<file path="src/dlc_pkg.sv">
package dlc_pkg;
    // register offsets of the deframer map (index form, byte addr = 4*index)
    localparam logic [11:0] DLC_OFF_SOFT_RESET  = 12'h475;
    localparam logic [11:0] DLC_OFF_CTRL_ONE    = 12'h476;
    localparam logic [11:0] DLC_OFF_CTRL_TWO    = 12'h477;
    localparam logic [11:0] DLC_OFF_ALIGN_MF    = 12'h478;
    localparam logic [11:0] DLC_OFF_ERR_THRESH  = 12'h47C;
    localparam logic [11:0] DLC_OFF_RESYNC_MASK = 12'h47D;
    localparam logic [11:0] DLC_OFF_LANE0_ECNT  = 12'h480;
    // controller's own AXI registers
    localparam logic [7:0]  DLC_AXI_CMD         = 8'h00;
    localparam logic [7:0]  DLC_AXI_WDATA       = 8'h04;
    localparam logic [7:0]  DLC_AXI_RDATA       = 8'h08;
    localparam logic [7:0]  DLC_AXI_IRQ_STATUS  = 8'h0C;
    localparam logic [7:0]  DLC_AXI_IRQ_MASK    = 8'h10;
    localparam logic [7:0]  DLC_AXI_DEV_STATUS  = 8'h14;
    // field positions
    localparam int DLC_SOFT_RESET_BIT  = 3;
    localparam int DLC_SKIP_ALIGN_BIT  = 1;
    localparam int DLC_CHKSUM_BIT      = 0;
    localparam int DLC_PERP_ALIGN_BIT  = 7;
    localparam int DLC_REPEAT_PAT_BIT  = 5;
    localparam int DLC_QUEUED_ERR_BIT  = 4;
    localparam int DLC_AUTO_CLEAR_BIT  = 3;
    localparam int DLC_ENA_LSB         = 3;
    // error kinds in counter order: 0 disparity, 1 not-in-table, 2 control char
    localparam int DLC_ERR_KINDS       = 3;
    // resync mask is reversed: bit 2 disparity .. bit 0 control char
    // reset values
    localparam logic [7:0] DLC_RST_SOFT_RESET  = 8'h00;
    localparam logic [7:0] DLC_RST_CTRL_ONE    = 8'h00;
    localparam logic [7:0] DLC_RST_CTRL_TWO    = 8'h00;
    localparam logic [7:0] DLC_RST_ALIGN_MF    = 8'h01;
    localparam logic [7:0] DLC_RST_ERR_THRESH  = 8'hFF;
    localparam logic [7:0] DLC_RST_RESYNC_MASK = 8'h07;
    localparam logic [7:0] DLC_RST_LANE0_ECNT  = 8'h3F;
    // writable bits per register (reserved bits read zero)
    localparam logic [7:0] DLC_WM_CTRL_ONE     = 8'h03;
    localparam logic [7:0] DLC_WM_CTRL_TWO     = 8'hB8;
    localparam logic [7:0] DLC_WM_RESYNC_MASK  = 8'h07;
    localparam logic [7:0] DLC_WM_LANE_ECNT    = 8'h3F;
    localparam logic [7:0] DLC_WM_SOFT_RESET   = 8'h08;
    // alignment phase: groups of four multiframes
    localparam int DLC_MF_PER_GROUP = 4;
    // command register
    localparam int DLC_CMD_WRITE_BIT = 12;
    localparam int DLC_CMD_GO_BIT    = 13;
    // irq status bits
    localparam int DLC_IRQ_DONE      = 0;
    localparam int DLC_IRQ_THRESH    = 1;
    localparam int DLC_IRQ_SYNC      = 2;
    localparam int DLC_IRQ_W         = 3;
    // axi answers
    localparam logic [1:0] DLC_RESP_OKAY   = 2'b00;
    localparam logic [1:0] DLC_RESP_SLVERR = 2'b10;
endpackage

</file>
<file path="src/dlc_link_if.sv">
`timescale 1ns/1ps
interface dlc_link_if #(
    parameter int LANES = 4
);
    // register port
    logic             reg_req;
    logic             reg_write;
    logic [11:0]      reg_addr;
    logic [7:0]       reg_wdata;
    logic [7:0]       reg_rdata;
    logic             reg_ack;
    // link side
    logic [LANES-1:0] lane_bad_disparity_error;
    logic [LANES-1:0] lane_not_in_table_error;
    logic [LANES-1:0] lane_unexpected_control_char_error;
    logic             code_group_sync_done;
    logic             link_sync_request_out;
    logic             link_irq;

    modport device (
        input  reg_req, reg_write, reg_addr, reg_wdata,
        output reg_rdata, reg_ack,
        input  lane_bad_disparity_error, lane_not_in_table_error,
        input  lane_unexpected_control_char_error, code_group_sync_done,
        output link_sync_request_out, link_irq
    );
    modport host (
        output reg_req, reg_write, reg_addr, reg_wdata,
        input  reg_rdata, reg_ack,
        input  link_sync_request_out, link_irq
    );
endinterface

</file>
<file path="src/dlc_link_deframer.sv">
`timescale 1ns/1ps
// Function
// - skip alignment: data right after sync
// - software keeps skip clear for multilane
// - checksum method: fields or packed bytes
// - perpetual alignment test repeats alignment sequence
// - repeat pattern test needs perpetual off
// - queued mode off: merge lanes; on: report sequentially
// - auto clear resets the triggering counter
// - multiframe groups field, resets to 1
// - count errors, compare to shared threshold
// - threshold applied to every lane
// - threshold hit and mask bit: sync request
// - mask bit order reversed, resets 7
// - lane counter enables bits 5:3, reset 7
// - configure only while in soft reset; the register port accepts writes at any time
// - soft reset restores counters, stops reception
module dlc_link_deframer
    import dlc_pkg::*;
#(
    parameter int LANES = 4
) (
    // clock and reset
    input  wire logic         aclk,
    input  wire logic         aresetn,
    // register port and link
    dlc_link_if.device        lnk,
    // decoded configuration for the lane datapath
    output      logic         skip_alignment_seq,
    output      logic         checksum_method_sel,
    output      logic         perpetual_alignment_test,
    output      logic         repeat_pattern_test_en,
    output      logic [7:0]   align_multiframe_groups,
    output      logic         deframer_rx_enable
);
    typedef logic [7:0] dlc_byte_t;

    dlc_byte_t soft_reset_q, link_ctrl_one_q, link_ctrl_two_q, align_multiframe_count_q;
    dlc_byte_t error_threshold_q, resync_error_mask_q;
    dlc_byte_t lane_ecnt_ctrl_q [LANES];
    dlc_byte_t err_cnt_q [LANES][DLC_ERR_KINDS];
    dlc_byte_t reg_rdata_q;
    logic      reg_ack_q;
    logic [LANES*DLC_ERR_KINDS-1:0] pending_q;
    logic      sync_out_q;
    logic      irq_q;

    logic in_soft_reset;
    assign in_soft_reset = soft_reset_q[DLC_SOFT_RESET_BIT];

    // register writes; index 0x480+lane selects lane controls
    logic wr;
    assign wr = lnk.reg_req & lnk.reg_write & ~reg_ack_q;

    always_ff @(posedge aclk) begin
        if (!aresetn) begin
            soft_reset_q             <= DLC_RST_SOFT_RESET;
            link_ctrl_one_q          <= DLC_RST_CTRL_ONE;
            link_ctrl_two_q          <= DLC_RST_CTRL_TWO;
            align_multiframe_count_q <= DLC_RST_ALIGN_MF;
            error_threshold_q        <= DLC_RST_ERR_THRESH;
            resync_error_mask_q      <= DLC_RST_RESYNC_MASK;
            for (int l = 0; l < LANES; l++) begin
                lane_ecnt_ctrl_q[l] <= DLC_RST_LANE0_ECNT;
            end
        end else if (wr) begin
            case (lnk.reg_addr)
                DLC_OFF_SOFT_RESET:  soft_reset_q        <= lnk.reg_wdata & DLC_WM_SOFT_RESET;
                DLC_OFF_CTRL_ONE:    link_ctrl_one_q     <= lnk.reg_wdata & DLC_WM_CTRL_ONE;
                DLC_OFF_CTRL_TWO:    link_ctrl_two_q     <= lnk.reg_wdata & DLC_WM_CTRL_TWO;
                DLC_OFF_ALIGN_MF:    align_multiframe_count_q <= lnk.reg_wdata;
                DLC_OFF_ERR_THRESH:  error_threshold_q   <= lnk.reg_wdata;
                DLC_OFF_RESYNC_MASK: resync_error_mask_q <= lnk.reg_wdata & DLC_WM_RESYNC_MASK;
                default: begin
                    for (int l = 0; l < LANES; l++) begin
                        if (lnk.reg_addr == DLC_OFF_LANE0_ECNT + 12'(l)) begin
                            lane_ecnt_ctrl_q[l] <= lnk.reg_wdata & DLC_WM_LANE_ECNT;
                        end
                    end
                end
            endcase
        end
    end

    // register reads
    always_ff @(posedge aclk) begin
        if (!aresetn) begin
            reg_ack_q   <= 1'b0;
            reg_rdata_q <= 8'h00;
        end else begin
            reg_ack_q <= lnk.reg_req & ~reg_ack_q;
            if (lnk.reg_req & ~reg_ack_q) begin
                case (lnk.reg_addr)
                    DLC_OFF_SOFT_RESET:  reg_rdata_q <= soft_reset_q;
                    DLC_OFF_CTRL_ONE:    reg_rdata_q <= link_ctrl_one_q;
                    DLC_OFF_CTRL_TWO:    reg_rdata_q <= link_ctrl_two_q;
                    DLC_OFF_ALIGN_MF:    reg_rdata_q <= align_multiframe_count_q;
                    DLC_OFF_ERR_THRESH:  reg_rdata_q <= error_threshold_q;
                    DLC_OFF_RESYNC_MASK: reg_rdata_q <= resync_error_mask_q;
                    default: begin
                        reg_rdata_q <= 8'h00;
                        for (int l = 0; l < LANES; l++) begin
                            if (lnk.reg_addr == DLC_OFF_LANE0_ECNT + 12'(l)) begin
                                reg_rdata_q <= lane_ecnt_ctrl_q[l];
                            end
                        end
                    end
                endcase
            end
        end
    end
    assign lnk.reg_ack   = reg_ack_q;
    assign lnk.reg_rdata = reg_rdata_q;

    // configuration decode
    assign skip_alignment_seq       = link_ctrl_one_q[DLC_SKIP_ALIGN_BIT];
    assign checksum_method_sel      = link_ctrl_one_q[DLC_CHKSUM_BIT];
    assign perpetual_alignment_test = link_ctrl_two_q[DLC_PERP_ALIGN_BIT];
    // perpetual alignment takes priority over the pattern test
    assign repeat_pattern_test_en   = link_ctrl_two_q[DLC_REPEAT_PAT_BIT] & ~perpetual_alignment_test;
    assign align_multiframe_groups  = align_multiframe_count_q;
    assign deframer_rx_enable       = ~in_soft_reset;

    logic queued, auto_clear;
    assign queued     = link_ctrl_two_q[DLC_QUEUED_ERR_BIT];
    assign auto_clear = link_ctrl_two_q[DLC_AUTO_CLEAR_BIT];

    // error inputs by kind, counter order
    logic [DLC_ERR_KINDS-1:0] err_in [LANES];
    logic [LANES*DLC_ERR_KINDS-1:0] hit;
    always_comb begin
        for (int l = 0; l < LANES; l++) begin
            err_in[l] = {lnk.lane_unexpected_control_char_error[l],
                         lnk.lane_not_in_table_error[l],
                         lnk.lane_bad_disparity_error[l]};
            for (int k = 0; k < DLC_ERR_KINDS; k++) begin
                // mask bit for kind k is at 2-k
                hit[l*DLC_ERR_KINDS+k] = (err_cnt_q[l][k] == error_threshold_q)
                                         & resync_error_mask_q[DLC_ERR_KINDS-1-k];
            end
        end
    end

    // lowest-index pending hit is served first, one per cycle
    logic [LANES*DLC_ERR_KINDS-1:0] serve;
    assign serve = pending_q & (~pending_q + 1'b1);

    always_ff @(posedge aclk) begin
        if (!aresetn || in_soft_reset) begin
            for (int l = 0; l < LANES; l++) begin
                for (int k = 0; k < DLC_ERR_KINDS; k++) begin
                    err_cnt_q[l][k] <= 8'h00;
                end
            end
        end else begin
            for (int l = 0; l < LANES; l++) begin
                for (int k = 0; k < DLC_ERR_KINDS; k++) begin
                    if (auto_clear && serve[l*DLC_ERR_KINDS+k]) begin
                        err_cnt_q[l][k] <= 8'h00;
                    end else if (err_in[l][k] && lane_ecnt_ctrl_q[l][DLC_ENA_LSB+k]
                                 && err_cnt_q[l][k] != error_threshold_q) begin
                        err_cnt_q[l][k] <= err_cnt_q[l][k] + 8'h01;
                    end
                end
            end
        end
    end

    // pending hits: newly reached thresholds, serve wins over set
    always_ff @(posedge aclk) begin
        if (!aresetn || in_soft_reset) begin
            pending_q <= '0;
        end else begin
            pending_q <= (pending_q & ~serve) | (hit & ~pending_q & ~serve);
        end
    end

    // sync request: queued=0 merges simultaneous lanes into one pulse
    always_ff @(posedge aclk) begin
        if (!aresetn || in_soft_reset) begin
            sync_out_q <= 1'b0;
            irq_q      <= 1'b0;
        end else begin
            sync_out_q <= queued ? (|serve) : (|hit);
            irq_q      <= |hit;
        end
    end
    assign lnk.link_sync_request_out = sync_out_q;
    assign lnk.link_irq              = irq_q;
endmodule

</file>
<file path="src/flat_wrapper.sv">
// flat-port wrapper written by rule: the top's interface ports become plain ports
module dlc_link_deframer_flat import dlc_pkg::*;
#(
    parameter int LANES = 4
)
  (aclk, aresetn, skip_alignment_seq, checksum_method_sel, perpetual_alignment_test, repeat_pattern_test_en, align_multiframe_groups, deframer_rx_enable, lnk_reg_req, lnk_reg_write, lnk_reg_addr, lnk_reg_wdata, lnk_reg_rdata, lnk_reg_ack, lnk_lane_bad_disparity_error, lnk_lane_not_in_table_error, lnk_lane_unexpected_control_char_error, lnk_code_group_sync_done, lnk_link_sync_request_out, lnk_link_irq);
  dlc_link_if #(.LANES(LANES)) lnk_i ();
  input  wire logic aclk;
  input  wire logic aresetn;
  output      logic skip_alignment_seq;
  output      logic checksum_method_sel;
  output      logic perpetual_alignment_test;
  output      logic repeat_pattern_test_en;
  output      logic [7:0] align_multiframe_groups;
  output      logic deframer_rx_enable;
  input wire logic [$bits(lnk_i.reg_req)-1:0] lnk_reg_req;
  input wire logic [$bits(lnk_i.reg_write)-1:0] lnk_reg_write;
  input wire logic [$bits(lnk_i.reg_addr)-1:0] lnk_reg_addr;
  input wire logic [$bits(lnk_i.reg_wdata)-1:0] lnk_reg_wdata;
  output wire logic [$bits(lnk_i.reg_rdata)-1:0] lnk_reg_rdata;
  output wire logic [$bits(lnk_i.reg_ack)-1:0] lnk_reg_ack;
  input wire logic [$bits(lnk_i.lane_bad_disparity_error)-1:0] lnk_lane_bad_disparity_error;
  input wire logic [$bits(lnk_i.lane_not_in_table_error)-1:0] lnk_lane_not_in_table_error;
  input wire logic [$bits(lnk_i.lane_unexpected_control_char_error)-1:0] lnk_lane_unexpected_control_char_error;
  input wire logic [$bits(lnk_i.code_group_sync_done)-1:0] lnk_code_group_sync_done;
  output wire logic [$bits(lnk_i.link_sync_request_out)-1:0] lnk_link_sync_request_out;
  output wire logic [$bits(lnk_i.link_irq)-1:0] lnk_link_irq;
  assign lnk_i.reg_req = lnk_reg_req;
  assign lnk_i.reg_write = lnk_reg_write;
  assign lnk_i.reg_addr = lnk_reg_addr;
  assign lnk_i.reg_wdata = lnk_reg_wdata;
  assign lnk_reg_rdata = lnk_i.reg_rdata;
  assign lnk_reg_ack = lnk_i.reg_ack;
  assign lnk_i.lane_bad_disparity_error = lnk_lane_bad_disparity_error;
  assign lnk_i.lane_not_in_table_error = lnk_lane_not_in_table_error;
  assign lnk_i.lane_unexpected_control_char_error = lnk_lane_unexpected_control_char_error;
  assign lnk_i.code_group_sync_done = lnk_code_group_sync_done;
  assign lnk_link_sync_request_out = lnk_i.link_sync_request_out;
  assign lnk_link_irq = lnk_i.link_irq;
  dlc_link_deframer #(.LANES(LANES)) u_core (.aclk(aclk), .aresetn(aresetn), .lnk(lnk_i), .skip_alignment_seq(skip_alignment_seq), .checksum_method_sel(checksum_method_sel), .perpetual_alignment_test(perpetual_alignment_test), .repeat_pattern_test_en(repeat_pattern_test_en), .align_multiframe_groups(align_multiframe_groups), .deframer_rx_enable(deframer_rx_enable));
endmodule
</file>
<file path="config.mk">
export PLATFORM = sky130hd
export DESIGN_NAME = dlc_link_deframer_flat
export DESIGN_NICKNAME = d
export VERILOG_FILES = /design/src/dlc_pkg.sv /design/src/dlc_link_if.sv /design/src/dlc_link_deframer.sv /design/src/flat_wrapper.sv
export SDC_FILE = /design/constraint.sdc
export NUM_CORES = 1
export LEC_CHECK = 0
export ABC_AREA = 1
export BUFFER_PORTS_ARGS = -buffer_cell sky130_fd_sc_hd__buf_4
export CAP_MARGIN = 10
export CORE_MARGIN = 4
export CORE_UTILIZATION = 40
export CTS_BUF_LIST = sky130_fd_sc_hd__clkbuf_4
export DETAILED_ROUTE_END_ITERATION = 10
export PLACE_DENSITY = 0.61
export REMOVE_ABC_BUFFERS = 1
export SLEW_MARGIN = 10
export SYNTH_ARGS = -nofsm -noshare
export SYNTH_HDL_FRONTEND = slang
export SYNTH_SLANG_ARGS = --single-unit
</file>
<file path="constraint.sdc">
create_clock -name aclk -period 4.3 [get_ports aclk]
set_input_delay 0.215 -clock aclk [delete_from_list [all_inputs] [get_ports aclk]]
set_output_delay 0.215 -clock aclk [all_outputs]
set_load 0.02 [all_outputs]
</file>
==> results of run 1 <==
-- worst max-delay path, delay by kind of cell (launching register included) --
kind,cells,cell delay [ns]
buf+inv,1,0.35
simple gates,5,0.89
xor+xnor,1,0.15
flops,1,0.72
-- flip-flops by register name, indices dropped and copies added (netlist names) --
register / cells
u_core.align_multiframe_groups: 8
u_core.err_cnt_q: 96
u_core.error_threshold_q: 8
u_core.lane_ecnt_ctrl_q: 24
u_core.link_ctrl_one_q: 2
u_core.link_ctrl_two_q: 4
u_core.lnk.link_irq: 1
u_core.lnk.link_sync_request_out: 1
u_core.lnk.reg_ack: 1
u_core.lnk.reg_rdata: 8
u_core.pending_q: 12
u_core.resync_error_mask_q: 3
u_core.soft_reset_q: 1
-- logic make-up after synthesis --
family,after synthesis
DFF,169
adders and majority gates,12
xor gates and xnor gates,104
AOI/OAI and AO/OA,114
and+or+nand+nor,679
buffers and inverters,166
-- area by class of cell --
type                    count  area share [%]
flip-flops and latches    169            40.6
multi-input cells         909            43.0
well taps                 324            3.65
clock inverters            15            1.18
repair buffers             80            5.68
clock buffers              17            1.15
diodes                      1          0.0225
inverters                 140            4.73
-- Yosys cell counts --
master | count | share of area [%]
sky130_fd_sc_hd__xnor2_1 | 68 | 6.0
sky130_fd_sc_hd__nand2_1 | 321 | 12
sky130_fd_sc_hd__o221ai_1 | 1 | 0.088
sky130_fd_sc_hd__xor2_1 | 36 | 3.2
sky130_fd_sc_hd__o31ai_1 | 1 | 0.075
sky130_fd_sc_hd__o2111ai_1 | 1 | 0.088
sky130_fd_sc_hd__nand3b_1 | 1 | 0.075
sky130_fd_sc_hd__buf_4 | 1 | 0.075
sky130_fd_sc_hd__o22ai_1 | 4 | 0.25
sky130_fd_sc_hd__o21ai_0 | 31 | 1.6
sky130_fd_sc_hd__nand3b_4 | 1 | 0.20
sky130_fd_sc_hd__a21oi_2 | 3 | 0.26
sky130_fd_sc_hd__nand3_2 | 9 | 0.90
sky130_fd_sc_hd__nor2_2 | 14 | 0.88
sky130_fd_sc_hd__nor3_1 | 26 | 1.3
sky130_fd_sc_hd__nand2_2 | 9 | 0.56
sky130_fd_sc_hd__nor3_2 | 8 | 0.80
sky130_fd_sc_hd__o21ai_1 | 1 | 0.050
sky130_fd_sc_hd__nand3_1 | 80 | 4.0
sky130_fd_sc_hd__clkinv_1 | 1 | 0.038
sky130_fd_sc_hd__a21oi_1 | 48 | 2.4
sky130_fd_sc_hd__nand3_4 | 2 | 0.35
sky130_fd_sc_hd__edfxtp_1 | 112 | 34
sky130_fd_sc_hd__nor3b_2 | 1 | 0.13
sky130_fd_sc_hd__buf_2 | 4 | 0.20
sky130_fd_sc_hd__nor2_4 | 3 | 0.34
sky130_fd_sc_hd__nor2_1 | 162 | 6.1
sky130_fd_sc_hd__inv_2 | 12 | 0.45
sky130_fd_sc_hd__or2_2 | 3 | 0.19
sky130_fd_sc_hd__nor4_1 | 3 | 0.19
sky130_fd_sc_hd__nor3b_1 | 13 | 0.98
sky130_fd_sc_hd__ha_1 | 12 | 1.5
sky130_fd_sc_hd__nand2_4 | 1 | 0.11
sky130_fd_sc_hd__or2_1 | 1 | 0.063
sky130_fd_sc_hd__dfxtp_1 | 57 | 11
sky130_fd_sc_hd__a31oi_1 | 1 | 0.063
sky130_fd_sc_hd__nor3_4 | 1 | 0.16
sky130_fd_sc_hd__nand4_1 | 20 | 1.3
sky130_fd_sc_hd__o211ai_1 | 12 | 0.90
sky130_fd_sc_hd__a211oi_1 | 11 | 0.83
sky130_fd_sc_hd__inv_1 | 127 | 4.8
sky130_fd_sc_hd__clkbuf_1 | 10 | 0.38
sky130_fd_sc_hd__buf_6 | 11 | 1.2
-- per-stage QoR --
step                      hold slack [ns]  util [%]  area (µm²)
after floorplan                     0.314         -        9810
after global placement              0.449      43.8       10700
after detailed placement            0.454      43.8       10700
after CTS                          0.0789      45.4       11100
after global routing                0.128      45.4       11100
final                               0.134      45.4       11100
-- metal layers --
metal / wire length [µm] / up-vias / global-route usage (%)
li1: - / 4217 / -
met1: 12100 / 3872 / 25.9
met2: 11800 / 232 / 30.0
met3: 1560 / 34 / 4.14
met4: 654 / 0 / 6.03
met5: 0 / - / 0
-- worst paths after layout --
kind	end	cells after the start
max	u_core.err_cnt_q[1][20]	7
min	u_core.lane_ecnt_ctrl_q[2][0]	5
max reg2reg	u_core.err_cnt_q[1][20]	7
min reg2reg	u_core.lnk.reg_rdata[7]	2
-- where the power goes --
group	switching (W)	leakage [nW]	internal, W
logic	0.000192	2.75	0.000133
registers	0.0000852	1.58	0.00181
clock network	0.000662	0.144	0.000254
total	0.000939	4.47	0.00220
-- timing repair --
action                     4_1_cts  5_1_grt
hold buffers                    12        0
gates resized for setup          0        0
setup endpoints to repair        0        0
hold endpoints to repair        29        0
==> results_dict.tcl, run 1 <==
set metrics [dict create \
    result_of_the_run "finished, final reports clean" \
    final_critical_path_setup_slack_ns 1.85 \
    syn-cell-area_um2 10000 \
    tritoncts.num_buffers 17 \
    detail_route.wirelength_mm 26.1 \
    pwr_density_cell_nw_per_um2 283 \
    drt-vias-per-instance 5.05 \
    timing.final.max_slew_violations 0 \
    post_synth_mux_area_share_pct 0 \
    cts_sinks 169 \
    required_ns 4.52 \
    worst_setup_path_start_kind "flop" \
    layout_worst_path_cycle_share_pct 56.9 \
    total_power_w 0.00314 \
    fin_nets 1366 \
    setup_viol 0 \
    critical_path_cell_with_the_highest_stage_delay "sky130_fd_sc_hd__dfxtp_1" \
    max_cap_violations 0 \
    boundaryPins 61 \
    relSlewSlack_pct 41.8 \
    clk_pin_slew_worst_paths_ns 0.18 \
    num_rows 57 \
    firstDrtPassIters 7 \
    synth_compound_gate_area_share_pct 6.56 \
    crit_start "u_core.error_threshold_q[2]" \
    area_of_the_multi_input_gates_um2 4780 \
    synth-seq-cells 169 \
    dp_slack_ns 1.86 \
    seq_area_frac_synth_pct 45.1 \
    fin_worst_skew_ns 0.0295 \
    clockRootBuffer "sky130_fd_sc_hd__clkbuf_4" \
    area.growth.synth_to_final_pct 11.1 \
    final_cells 1655 \
    crit_fanout 10 \
    globalplace.congestion 0.914 \
    hpwl_mm 19.1 \
    nFillCells 2468 \
    worstSetupEndpointType "flop" \
    ys_warn_count 0 \
    critical_path.max_stage_delay_ns 0.72 \
    tightestPinTransition_ns 0.865 \
    routed-via-count 8355 \
    grt_remaining_overflow 0 \
    worst_hold_path_type "primary input to flop" \
    setup_tns_ns 0 \
    most-common-layout-cells "sky130_fd_sc_hd__nand2_1 (321), sky130_fd_sc_hd__nor2_1 (162), sky130_fd_sc_hd__inv_1 (127), sky130_fd_sc_hd__edfxtp_1 (112), sky130_fd_sc_hd__nand3_1 (80)" \
    rr_startpoint "u_core.error_threshold_q[2]" \
    final_layout_size_suffix_gt1_share_pct 12.6 \
    clock_latency_ns 0.59 \
    synth.lib_cells_used.distinct 43 \
    grt_first_pass_wirelength_mm 42.1 \
    postSynthAreaPerCell_um2 8.04 \
    die_y_um 166 \
    hp_start "lnk_reg_addr[3]" \
    achievable-frequency_mhz 409 \
    h-tree-depth 4 \
    worstPathArrival_ns 2.67 \
    syn_inst_count 1244 \
    synthSimpleGateAreaFrac_pct 30.6 \
    ant_nets 0 \
    power.static_leakage_nw 4.47 \
    cts_tree "done" \
    place_inst 1610 \
    number_of_antenna_violations_at_the_first_check_in_global_routing 1 \
    reg2reg_slack_ns 1.85 \
    start_util_pct 40.9 \
    core_area_um2 24500 \
    criticalPathCategory "flop to flop" \
    ir_worst_vdd_mv 0.147 \
    mostFrequentLayoutCell "sky130_fd_sc_hd__nand2_1" \
    post-cts-setup-buffers 0 \
    list_of_cells_traversed_by_the_critical_path "buf_4, xnor2_1, nand2_1, nor2_1, nand2_1, nand2_2, nand3_1" \
    ff_latch_area_um2 4500 \
    chipWidth_um 166 \
    ctsLongestPathBuffers 2 \
    final.min_clock_period_ns 2.45 \
    grtUsageTotal_pct 18.9 \
    critPathMostFrequentCell "sky130_fd_sc_hd__nand2_1" \
    drc_errors 0 \
    post_drt_wl_per_cell_um 15.8 \
    place.port_buffers 59 \
    finalHoldViolations 0 \
    synth_fa_ha_area_share_pct 1.50 \
    grt_pass1_vias 7963 \
    dominant_combinational_cell_family_by_area_after_synthesis "simple AND/OR/NAND/NOR gates" \
    xor_and_xnor_area_share_after_synthesis_pct 9.11 \
    maximum_number_of_pins_on_one_net_before_global_route_repair 39 \
    dr.first_iter.drc_count 517 \
    die_footprint_um2 27600 \
    unrepaired_setup_endpoints_after_global_routing "false" \
]
No activity file was read; power rests on OpenSTA's default activity.
==> run 2: changes to the inputs <==
--- a/config.mk
+++ b/config.mk
@@ -5,14 +5,14 @@
 export SDC_FILE = /design/constraint.sdc
 export NUM_CORES = 1
 export LEC_CHECK = 0
-export ABC_AREA = 1
+export ABC_AREA = 0
 export BUFFER_PORTS_ARGS = -buffer_cell sky130_fd_sc_hd__buf_4
 export CAP_MARGIN = 10
 export CORE_MARGIN = 4
 export CORE_UTILIZATION = 40
 export CTS_BUF_LIST = sky130_fd_sc_hd__clkbuf_4
 export DETAILED_ROUTE_END_ITERATION = 10
-export PLACE_DENSITY = 0.61
+export PLACE_DENSITY = 0.62
 export REMOVE_ABC_BUFFERS = 1
 export SLEW_MARGIN = 10
 export SYNTH_ARGS = -nofsm -noshare
==> constraint.sdc (replaced) <==
create_clock -name aclk -period 2.48 [get_ports aclk]
set_input_delay 0.124 -clock aclk [delete_from_list [all_inputs] [get_ports aclk]]
set_output_delay 0.124 -clock aclk [all_outputs]
set_load 0.02 [all_outputs]
==> run 2 against run 1 <==
First-iteration DRC count fell by 11%. Wire length fell by 13%. Critical path depth did not move. Cell count fell by 21%. Cell area fell by 4.6%. Clock skew rose by 0.0014 ns. Register-to-register slack got worse by 1.7 ns.
==> results_dict.tcl, run 2 <==
set metrics [dict create \
    result_of_the_run "finished, final reports clean" \
    ant_nets 0 \
    ir_worst_vdd_mv 0.290 \
    setup_viol 0 \
    grt_pass1_vias 6835 \
    ctsLongestPathBuffers 2 \
    drt-vias-per-instance 5.32 \
    crit_start "u_core.error_threshold_q[2]" \
    chipWidth_um 160 \
    comb_power_share_pct 9.2 \
    seq_area_frac_synth_pct 48.6 \
    grt_remaining_overflow 0 \
    timing.critical_path.to "u_core.err_cnt_q[0][10]" \
    hpwl_mm 16.4 \
    boundaryPins 61 \
    rr_endpoint "u_core.err_cnt_q[0][10]" \
    achievable-frequency_mhz 436 \
    cts_tree "done" \
    syn-cell-area_um2 9280 \
    crit_fanout 9 \
    criticalPathCategory "flop to flop" \
    clockRootBuffer "sky130_fd_sc_hd__clkbuf_4" \
    pwr_density_cell_nw_per_um2 509 \
    placed_area_um2 10200 \
    largest_register_ffs 96 \
    most-common-layout-cells "sky130_fd_sc_hd__nor2_1 (123), sky130_fd_sc_hd__edfxtp_1 (112), sky130_fd_sc_hd__xor2_1 (108), sky130_fd_sc_hd__buf_4 (89), sky130_fd_sc_hd__nand2_1 (62)" \
    timing.final.max_slew_violations 0 \
    reg2reg_slack_ns 0.19 \
    maximum_number_of_pins_on_one_net_before_global_route_repair 36 \
    number_of_antenna_violations_at_the_first_check_in_global_routing 1 \
    post_drt_wl_per_cell_um 17.5 \
    relSlewSlack_pct 23.7 \
    worstSetupEndpointType "flop" \
    xor_and_xnor_area_share_after_synthesis_pct 15.8 \
    most_used_standard_cells_in_the_synthesized_netlist "sky130_fd_sc_hd__nor2_1 (123), sky130_fd_sc_hd__edfxtp_1 (112), sky130_fd_sc_hd__xor2_1 (108), sky130_fd_sc_hd__nand2_1 (62), sky130_fd_sc_hd__xnor2_1 (59)" \
    post_synth_mux_area_share_pct 4.42 \
    fin_nets 1052 \
    mostFrequentLayoutCell "sky130_fd_sc_hd__nor2_1" \
    nFillCells 2142 \
    ys_warn_count 0 \
    postSynthAreaPerCell_um2 10.1 \
    unrepaired_setup_endpoints_after_global_routing "false" \
    netlist_top_cells_area "sky130_fd_sc_hd__edfxtp_1 (36%), sky130_fd_sc_hd__dfxtp_1 (12%), sky130_fd_sc_hd__xor2_1 (10%), sky130_fd_sc_hd__xnor2_1 (5.6%), sky130_fd_sc_hd__nor2_1 (5.0%)" \
    p_int_w 0.00397 \
    dr.first_iter.drc_count 461 \
    dominant_combinational_cell_family_by_area_after_synthesis "simple AND/OR/NAND/NOR gates" \
    total_power_w 0.00539 \
    num_rows 55 \
    rr_startpoint "u_core.error_threshold_q[2]" \
    worst-r2r-cell-count 7 \
    cts_sinks 169 \
    tightestPinTransition_ns 1.13 \
    p_sw_w 0.00143 \
    firstDrtPassIters 5 \
    netSwitchingFraction_pct 26.4 \
    synth_top_area_share_pct 36.3 \
    ys.flop_type "sky130_fd_sc_hd__edfxtp_1" \
    required_ns 2.72 \
    globalplace.congestion 0.879 \
    grtUsageTotal_pct 17.8 \
    worst_hold_path_type "primary input to flop" \
    syn_inst_count 917 \
    routed-via-count 6926 \
    synthSimpleGateAreaFrac_pct 21.6 \
    tritoncts.num_buffers 17 \
    worst_setup_path_start_kind "flop" \
    post_cts.resized_instances 0 \
    p_clk_share_pct 30.2 \
    synth_top_cell_by_area "sky130_fd_sc_hd__edfxtp_1" \
    final_layout_size_suffix_gt1_share_pct 15.9 \
    worstPathArrival_ns 2.53 \
    synth_edf_count 112 \
    area.growth.synth_to_final_pct 14.3 \
    ys_async_sr_fraction_pct 0 \
    post-synth-top-count-cell "sky130_fd_sc_hd__nor2_1" \
    place_inst 1258 \
    power.static_leakage_nw 3.80 \
    finalHoldViolations 0 \
    start_util_pct 40.8 \
    h-tree-depth 4 \
    synth.lib_cells_used.distinct 53 \
    core_area_um2 22700 \
    detail_route.wirelength_mm 22.7 \
    share_seq_of_total_power_pct 60.6 \
    clk_pin_slew_worst_paths_ns 0.15 \
    fin_worst_skew_ns 0.0309 \
    final_cells 1302 \
    synth_fa_ha_area_share_pct 1.62 \
    final.min_clock_period_ns 2.29 \
    clock_latency_ns 0.58 \
    layout_worst_path_cycle_share_pct 92.4 \
    drc_errors 0 \
    synth_compound_gate_area_share_pct 5.37 \
    registers.top_by_ff_count "u_core.err_cnt_q" \
    grt_first_pass_wirelength_mm 36.2 \
    synth-seq-cells 169 \
    worstHoldPathCells 5 \
    layout.cell_area.non_filler_um2 10600 \
    place.port_buffers 59 \
    max_cap_violations 0 \
    finish.utilization_pct 46.7 \
    die_footprint_um2 25700 \
    setup_tns_ns 0 \
    biggestRegsByFlops "u_core.err_cnt_q: 96 flops, u_core.lane_ecnt_ctrl_q: 24 flops, u_core.pending_q: 12 flops" \
    die_y_um 160 \
]
==> run 2: cell count changes after synthesis, sizes merged, moves of 15 or more <==
cell | previous run | this run
or2 | 4 | 23
nor3 | 35 | 9
nor4 | 3 | 19
nand3 | 91 | 57
nor2b | 0 | 21
inv | 139 | 19
nor2 | 179 | 124
mux2i | 0 | 32
nand2b | 0 | 15
a21oi | 51 | 20
xor2 | 36 | 108
and3 | 0 | 30
nand2 | 331 | 62
==> run 2: routing by layer <==
| layer | GRT usage (%) | part of all wire (%) | vias up |
|---|---|---|---|
| met5 | 0 | 0 | - |
| li1 | - | - | 3398 |
| met4 | 5.79 | 2.2 | 0 |
| met2 | 28.1 | 46 | 149 |
| met1 | 24.9 | 47 | 3356 |
| met3 | 3.25 | 4.7 | 23 |
==> run 2: worst max-delay path, cell delays in order, from the launching register on <==
cell,delay (ns)
sky130_fd_sc_hd__dfxtp_1,0.42
sky130_fd_sc_hd__buf_4,0.18
sky130_fd_sc_hd__buf_4,0.20
sky130_fd_sc_hd__xnor2_1,0.09
sky130_fd_sc_hd__nand4_1,0.12
sky130_fd_sc_hd__nor2_1,0.08
sky130_fd_sc_hd__nand4b_1,0.43
sky130_fd_sc_hd__nand2_1,0.45
==> run 2: layout make-up <==
cell class / count / area (µm²) / share of cell area, %
diodes: 1 / 2.50 / 0.0236
well taps: 285 / 357 / 3.36
inverters: 19 / 71.3 / 0.673
flip-flops and latches: 169 / 4500 / 42.5
clock inverters: 14 / 149 / 1.40
repair buffers: 104 / 858 / 8.10
multi-input cells: 692 / 4520 / 42.7
clock buffers: 18 / 135 / 1.27
==> run 2: worst min path at each step <==
stage / startpoint / to / slack [ns]
floorplan: aresetn / u_core.align_multiframe_groups[0] / 0.19
global placement: lnk_reg_wdata[6] / u_core.error_threshold_q[6] / 0.36
detailed placement: lnk_reg_wdata[6] / u_core.error_threshold_q[6] / 0.36
CTS: lnk_reg_addr[3] / u_core.lnk.reg_rdata[2] / 0.01
global route: lnk_reg_addr[3] / u_core.lnk.reg_rdata[2] / 0.01
finish: lnk_reg_write / u_core.error_threshold_q[6] / 0.06
==> run 2: timing repair <==
action                                 in CTS  in global routing
endpoints found under the hold margin      51                  0
hold buffers                               11                  0
setup buffers                               0                  0
==> run 2: logic make-up after synthesis <==
| kind of cell | after synthesis |
|---|---|
| AND/OR/NAND/NOR | 396 |
| flip-flops | 169 |
| XOR/XNOR | 167 |
| AO/OA/AOI/OAI | 79 |
| buffers and inverters | 56 |
| multiplexers | 38 |
| adder cells (fa/ha/maj) | 12 |
==> run 2: power by group through the flow <==
stage	Sequential [W]	Clock, W	Combinational [W]
CTS	0.00327	0.00168	0.000500
floorplan	0.00330	0	0.000295
finish	0.00327	0.00163	0.000496
global placement	0.00333	0	0.000477
detailed placement	0.00333	0	0.000484
global route	0.00329	0.00179	0.000557
==> run 2: metrics by stage <==
stage                     hold slack [ns]  worst slack [ns]
after floorplan                     0.186          -0.00811
after global placement              0.360             0.258
after detailed placement            0.362             0.198
after CTS                          0.0103             0.184
after global routing               0.0109            0.0183
final                              0.0573             0.188
==> run 3: changes to the inputs <==
--- a/config.mk
+++ b/config.mk
@@ -5,14 +5,16 @@
 export SDC_FILE = /design/constraint.sdc
 export NUM_CORES = 1
 export LEC_CHECK = 0
-export ABC_AREA = 0
+export ABC_AREA = 1
 export BUFFER_PORTS_ARGS = -buffer_cell sky130_fd_sc_hd__buf_4
 export CAP_MARGIN = 10
 export CORE_MARGIN = 4
 export CORE_UTILIZATION = 40
 export CTS_BUF_LIST = sky130_fd_sc_hd__clkbuf_4
 export DETAILED_ROUTE_END_ITERATION = 10
-export PLACE_DENSITY = 0.62
+export HOLD_SLACK_MARGIN = 0.15
+export PLACE_DENSITY = 0.61
+export RECOVER_POWER = 50
 export REMOVE_ABC_BUFFERS = 1
 export SLEW_MARGIN = 10
 export SYNTH_ARGS = -nofsm -noshare
==> run 3 against run 2 <==
Count of clock-buffer cells in the layout decreased by 1. Setup slack gained 0.020 ns. Critical path depth did not move.
==> results_dict.tcl, run 3 (synthesized netlist as in run 1, its figures left out) <==
set metrics [dict create \
    ctsLongestPathBuffers 2 \
    crit_fanout 12 \
    clk_pin_slew_worst_paths_ns 0.15 \
    most-common-layout-cells "sky130_fd_sc_hd__nand2_1 (326), sky130_fd_sc_hd__nor2_1 (164), sky130_fd_sc_hd__inv_1 (130), sky130_fd_sc_hd__edfxtp_1 (112), sky130_fd_sc_hd__nand3_1 (81)" \
    die_footprint_um2 27600 \
    drt-vias-per-instance 5.04 \
    result_of_the_run "finished, final reports clean" \
    largest_register_ffs 96 \
    core_area_um2 24500 \
    worst_hold_path_type "primary input to flop" \
    finish.utilization_pct 45.9 \
    detail_route.wirelength_mm 26.3 \
    dr.first_iter.drc_count 712 \
    layout_worst_path_cycle_share_pct 91.6 \
    ir_worst_vdd_mv 0.305 \
    unrepaired_setup_endpoints_after_global_routing "false" \
    power.static_leakage_nw 4.49 \
    grtUsageTotal_pct 19.1 \
    chipWidth_um 166 \
    pwr_density_cell_nw_per_um2 497 \
    firstDrtPassIters 5 \
    number_of_antenna_violations_at_the_first_check_in_global_routing 1 \
    achievable-frequency_mhz 440 \
    fin_worst_skew_ns 0.0259 \
    setup_viol 0 \
    relSlewSlack_pct 53.2 \
    cts_sinks 169 \
    final_layout_size_suffix_gt1_share_pct 9.81 \
    worstPathArrival_ns 2.48 \
    routed-via-count 8480 \
    grt_remaining_overflow 0 \
    tritoncts.num_buffers 17 \
    post-cts-setup-buffers 0 \
    die_y_um 166 \
    mostFrequentLayoutCell "sky130_fd_sc_hd__nand2_1" \
    drc_errors 0 \
    boundaryPins 61 \
    worstSetupEndpointType "flop" \
    criticalPathCategory "flop to flop" \
    h-tree-depth 4 \
    area_of_the_multi_input_gates_um2 4730 \
    max_cap_violations 0 \
    required_ns 2.69 \
    hpwl_mm 19.3 \
    fin_nets 1392 \
    biggestRegsByFlops "u_core.err_cnt_q: 96 flops, u_core.lane_ecnt_ctrl_q: 24 flops, u_core.pending_q: 12 flops" \
    clockRootBuffer "sky130_fd_sc_hd__clkbuf_4" \
    num_rows 57 \
    globalplace.congestion 0.898 \
    worst_setup_path_start_kind "flop" \
    post_drt_wl_per_cell_um 15.7 \
    start_util_pct 40.9 \
    ant_nets 0 \
    nFillCells 2442 \
    final.min_clock_period_ns 2.27 \
    grt_pass1_vias 8242 \
    grt_first_pass_wirelength_mm 43.1 \
    cts_tree "done" \
    registers.top_by_ff_count "u_core.err_cnt_q" \
    ff_latch_area_um2 4500 \
    area.growth.synth_to_final_pct 12.4 \
    maximum_number_of_pins_on_one_net_before_global_route_repair 38 \
    timing.final.max_slew_violations 0 \
    finalHoldViolations 0 \
    clock_latency_ns 0.58 \
    setup_tns_ns 0 \
    hold_slack_ns 0.196 \
    tightestPinTransition_ns 0.697 \
    place.port_buffers 59 \
]
[run 3: changes by cell type in the layout (fill, tap and decap cells not counted), moves of 32 or more]
cell                      previous run  this run
sky130_fd_sc_hd__xor2_1            108        36
sky130_fd_sc_hd__nor2_1            123       164
sky130_fd_sc_hd__mux2i_1            32         0
sky130_fd_sc_hd__inv_1              19       130
sky130_fd_sc_hd__nand2_1            62       326
sky130_fd_sc_hd__buf_4              89        45
[run 3: where the power goes]
part | internal (W) | total, W | switching (W)
Clock | 0.000621 | 0.00172 | 0.00110
Sequential | 0.00314 | 0.00329 | 0.000149
Combinational | 0.000243 | 0.000580 | 0.000337
[run 3: final cells by class]
| class | count | share of cell area [%] |
|---|---|---|
| multi-input combinational | 909 | 42.1 |
| sequential | 169 | 40.1 |
| timing repair buffer | 106 | 6.92 |
| inverter | 140 | 4.68 |
| tap | 324 | 3.61 |
| clock inverter | 15 | 1.47 |
| clock buffer | 17 | 1.14 |
| antenna | 1 | 0.0223 |
[run 3: final timing paths]
check                              start                         to  slack [ns]  depth (start not counted)
max          u_core.error_threshold_q[0]    u_core.err_cnt_q[2][18]        0.21                          7
min reg2reg      u_core.lnk.reg_rdata[6]    u_core.lnk.reg_rdata[6]        0.48                          2
max reg2reg  u_core.error_threshold_q[0]    u_core.err_cnt_q[2][18]        0.21                          7
min                     lnk_reg_addr[11]  u_core.link_ctrl_two_q[4]        0.20                          7
[run 3: worst max-delay path, stage by stage, from the launching register on]
cell and delay (ns):
sky130_fd_sc_hd__dfxtp_1 0.35, sky130_fd_sc_hd__clkbuf_2 0.45, sky130_fd_sc_hd__xnor2_1 0.17, sky130_fd_sc_hd__nand2_1 0.07, sky130_fd_sc_hd__nor2_1 0.08, sky130_fd_sc_hd__nand2_1 0.09
sky130_fd_sc_hd__nand3_1 0.30, sky130_fd_sc_hd__nand3_1 0.39
[run 3: layer usage]
layer | vias up | global-route usage, % | wire length, µm | share of wire, %
li1 | 4277 | - | - | -
met1 | 3935 | 27.0 | 12500 | 48
met2 | 237 | 30.8 | 12000 | 46
met3 | 31 | 3.21 | 1370 | 5.2
met4 | 0 | 5.09 | 441 | 1.7
met5 | - | 0 | 0 | 0
[run 3: stage by stage]
stage	area (µm²)	std cells	power (W)	setup slack, ns
finish	11200	1681	0.00559	0.208
global route	11200	1681	0.00583	0.0315
CTS	11400	1679	0.00563	0.118
detailed placement	10800	1620	0.00391	0.344
global placement	10800	1620	0.00390	0.395
floorplan	9810	1218	0.00370	0.593
[run 3: repair_timing]
| action | 4_1_cts | 5_1_grt |
|---|---|---|
| resized for setup | 0 | 1 |
| setup endpoints to repair | 0 | 2 |
| hold buffers | 27 | 1 |
| endpoints found under the hold margin | 99 | 21 |
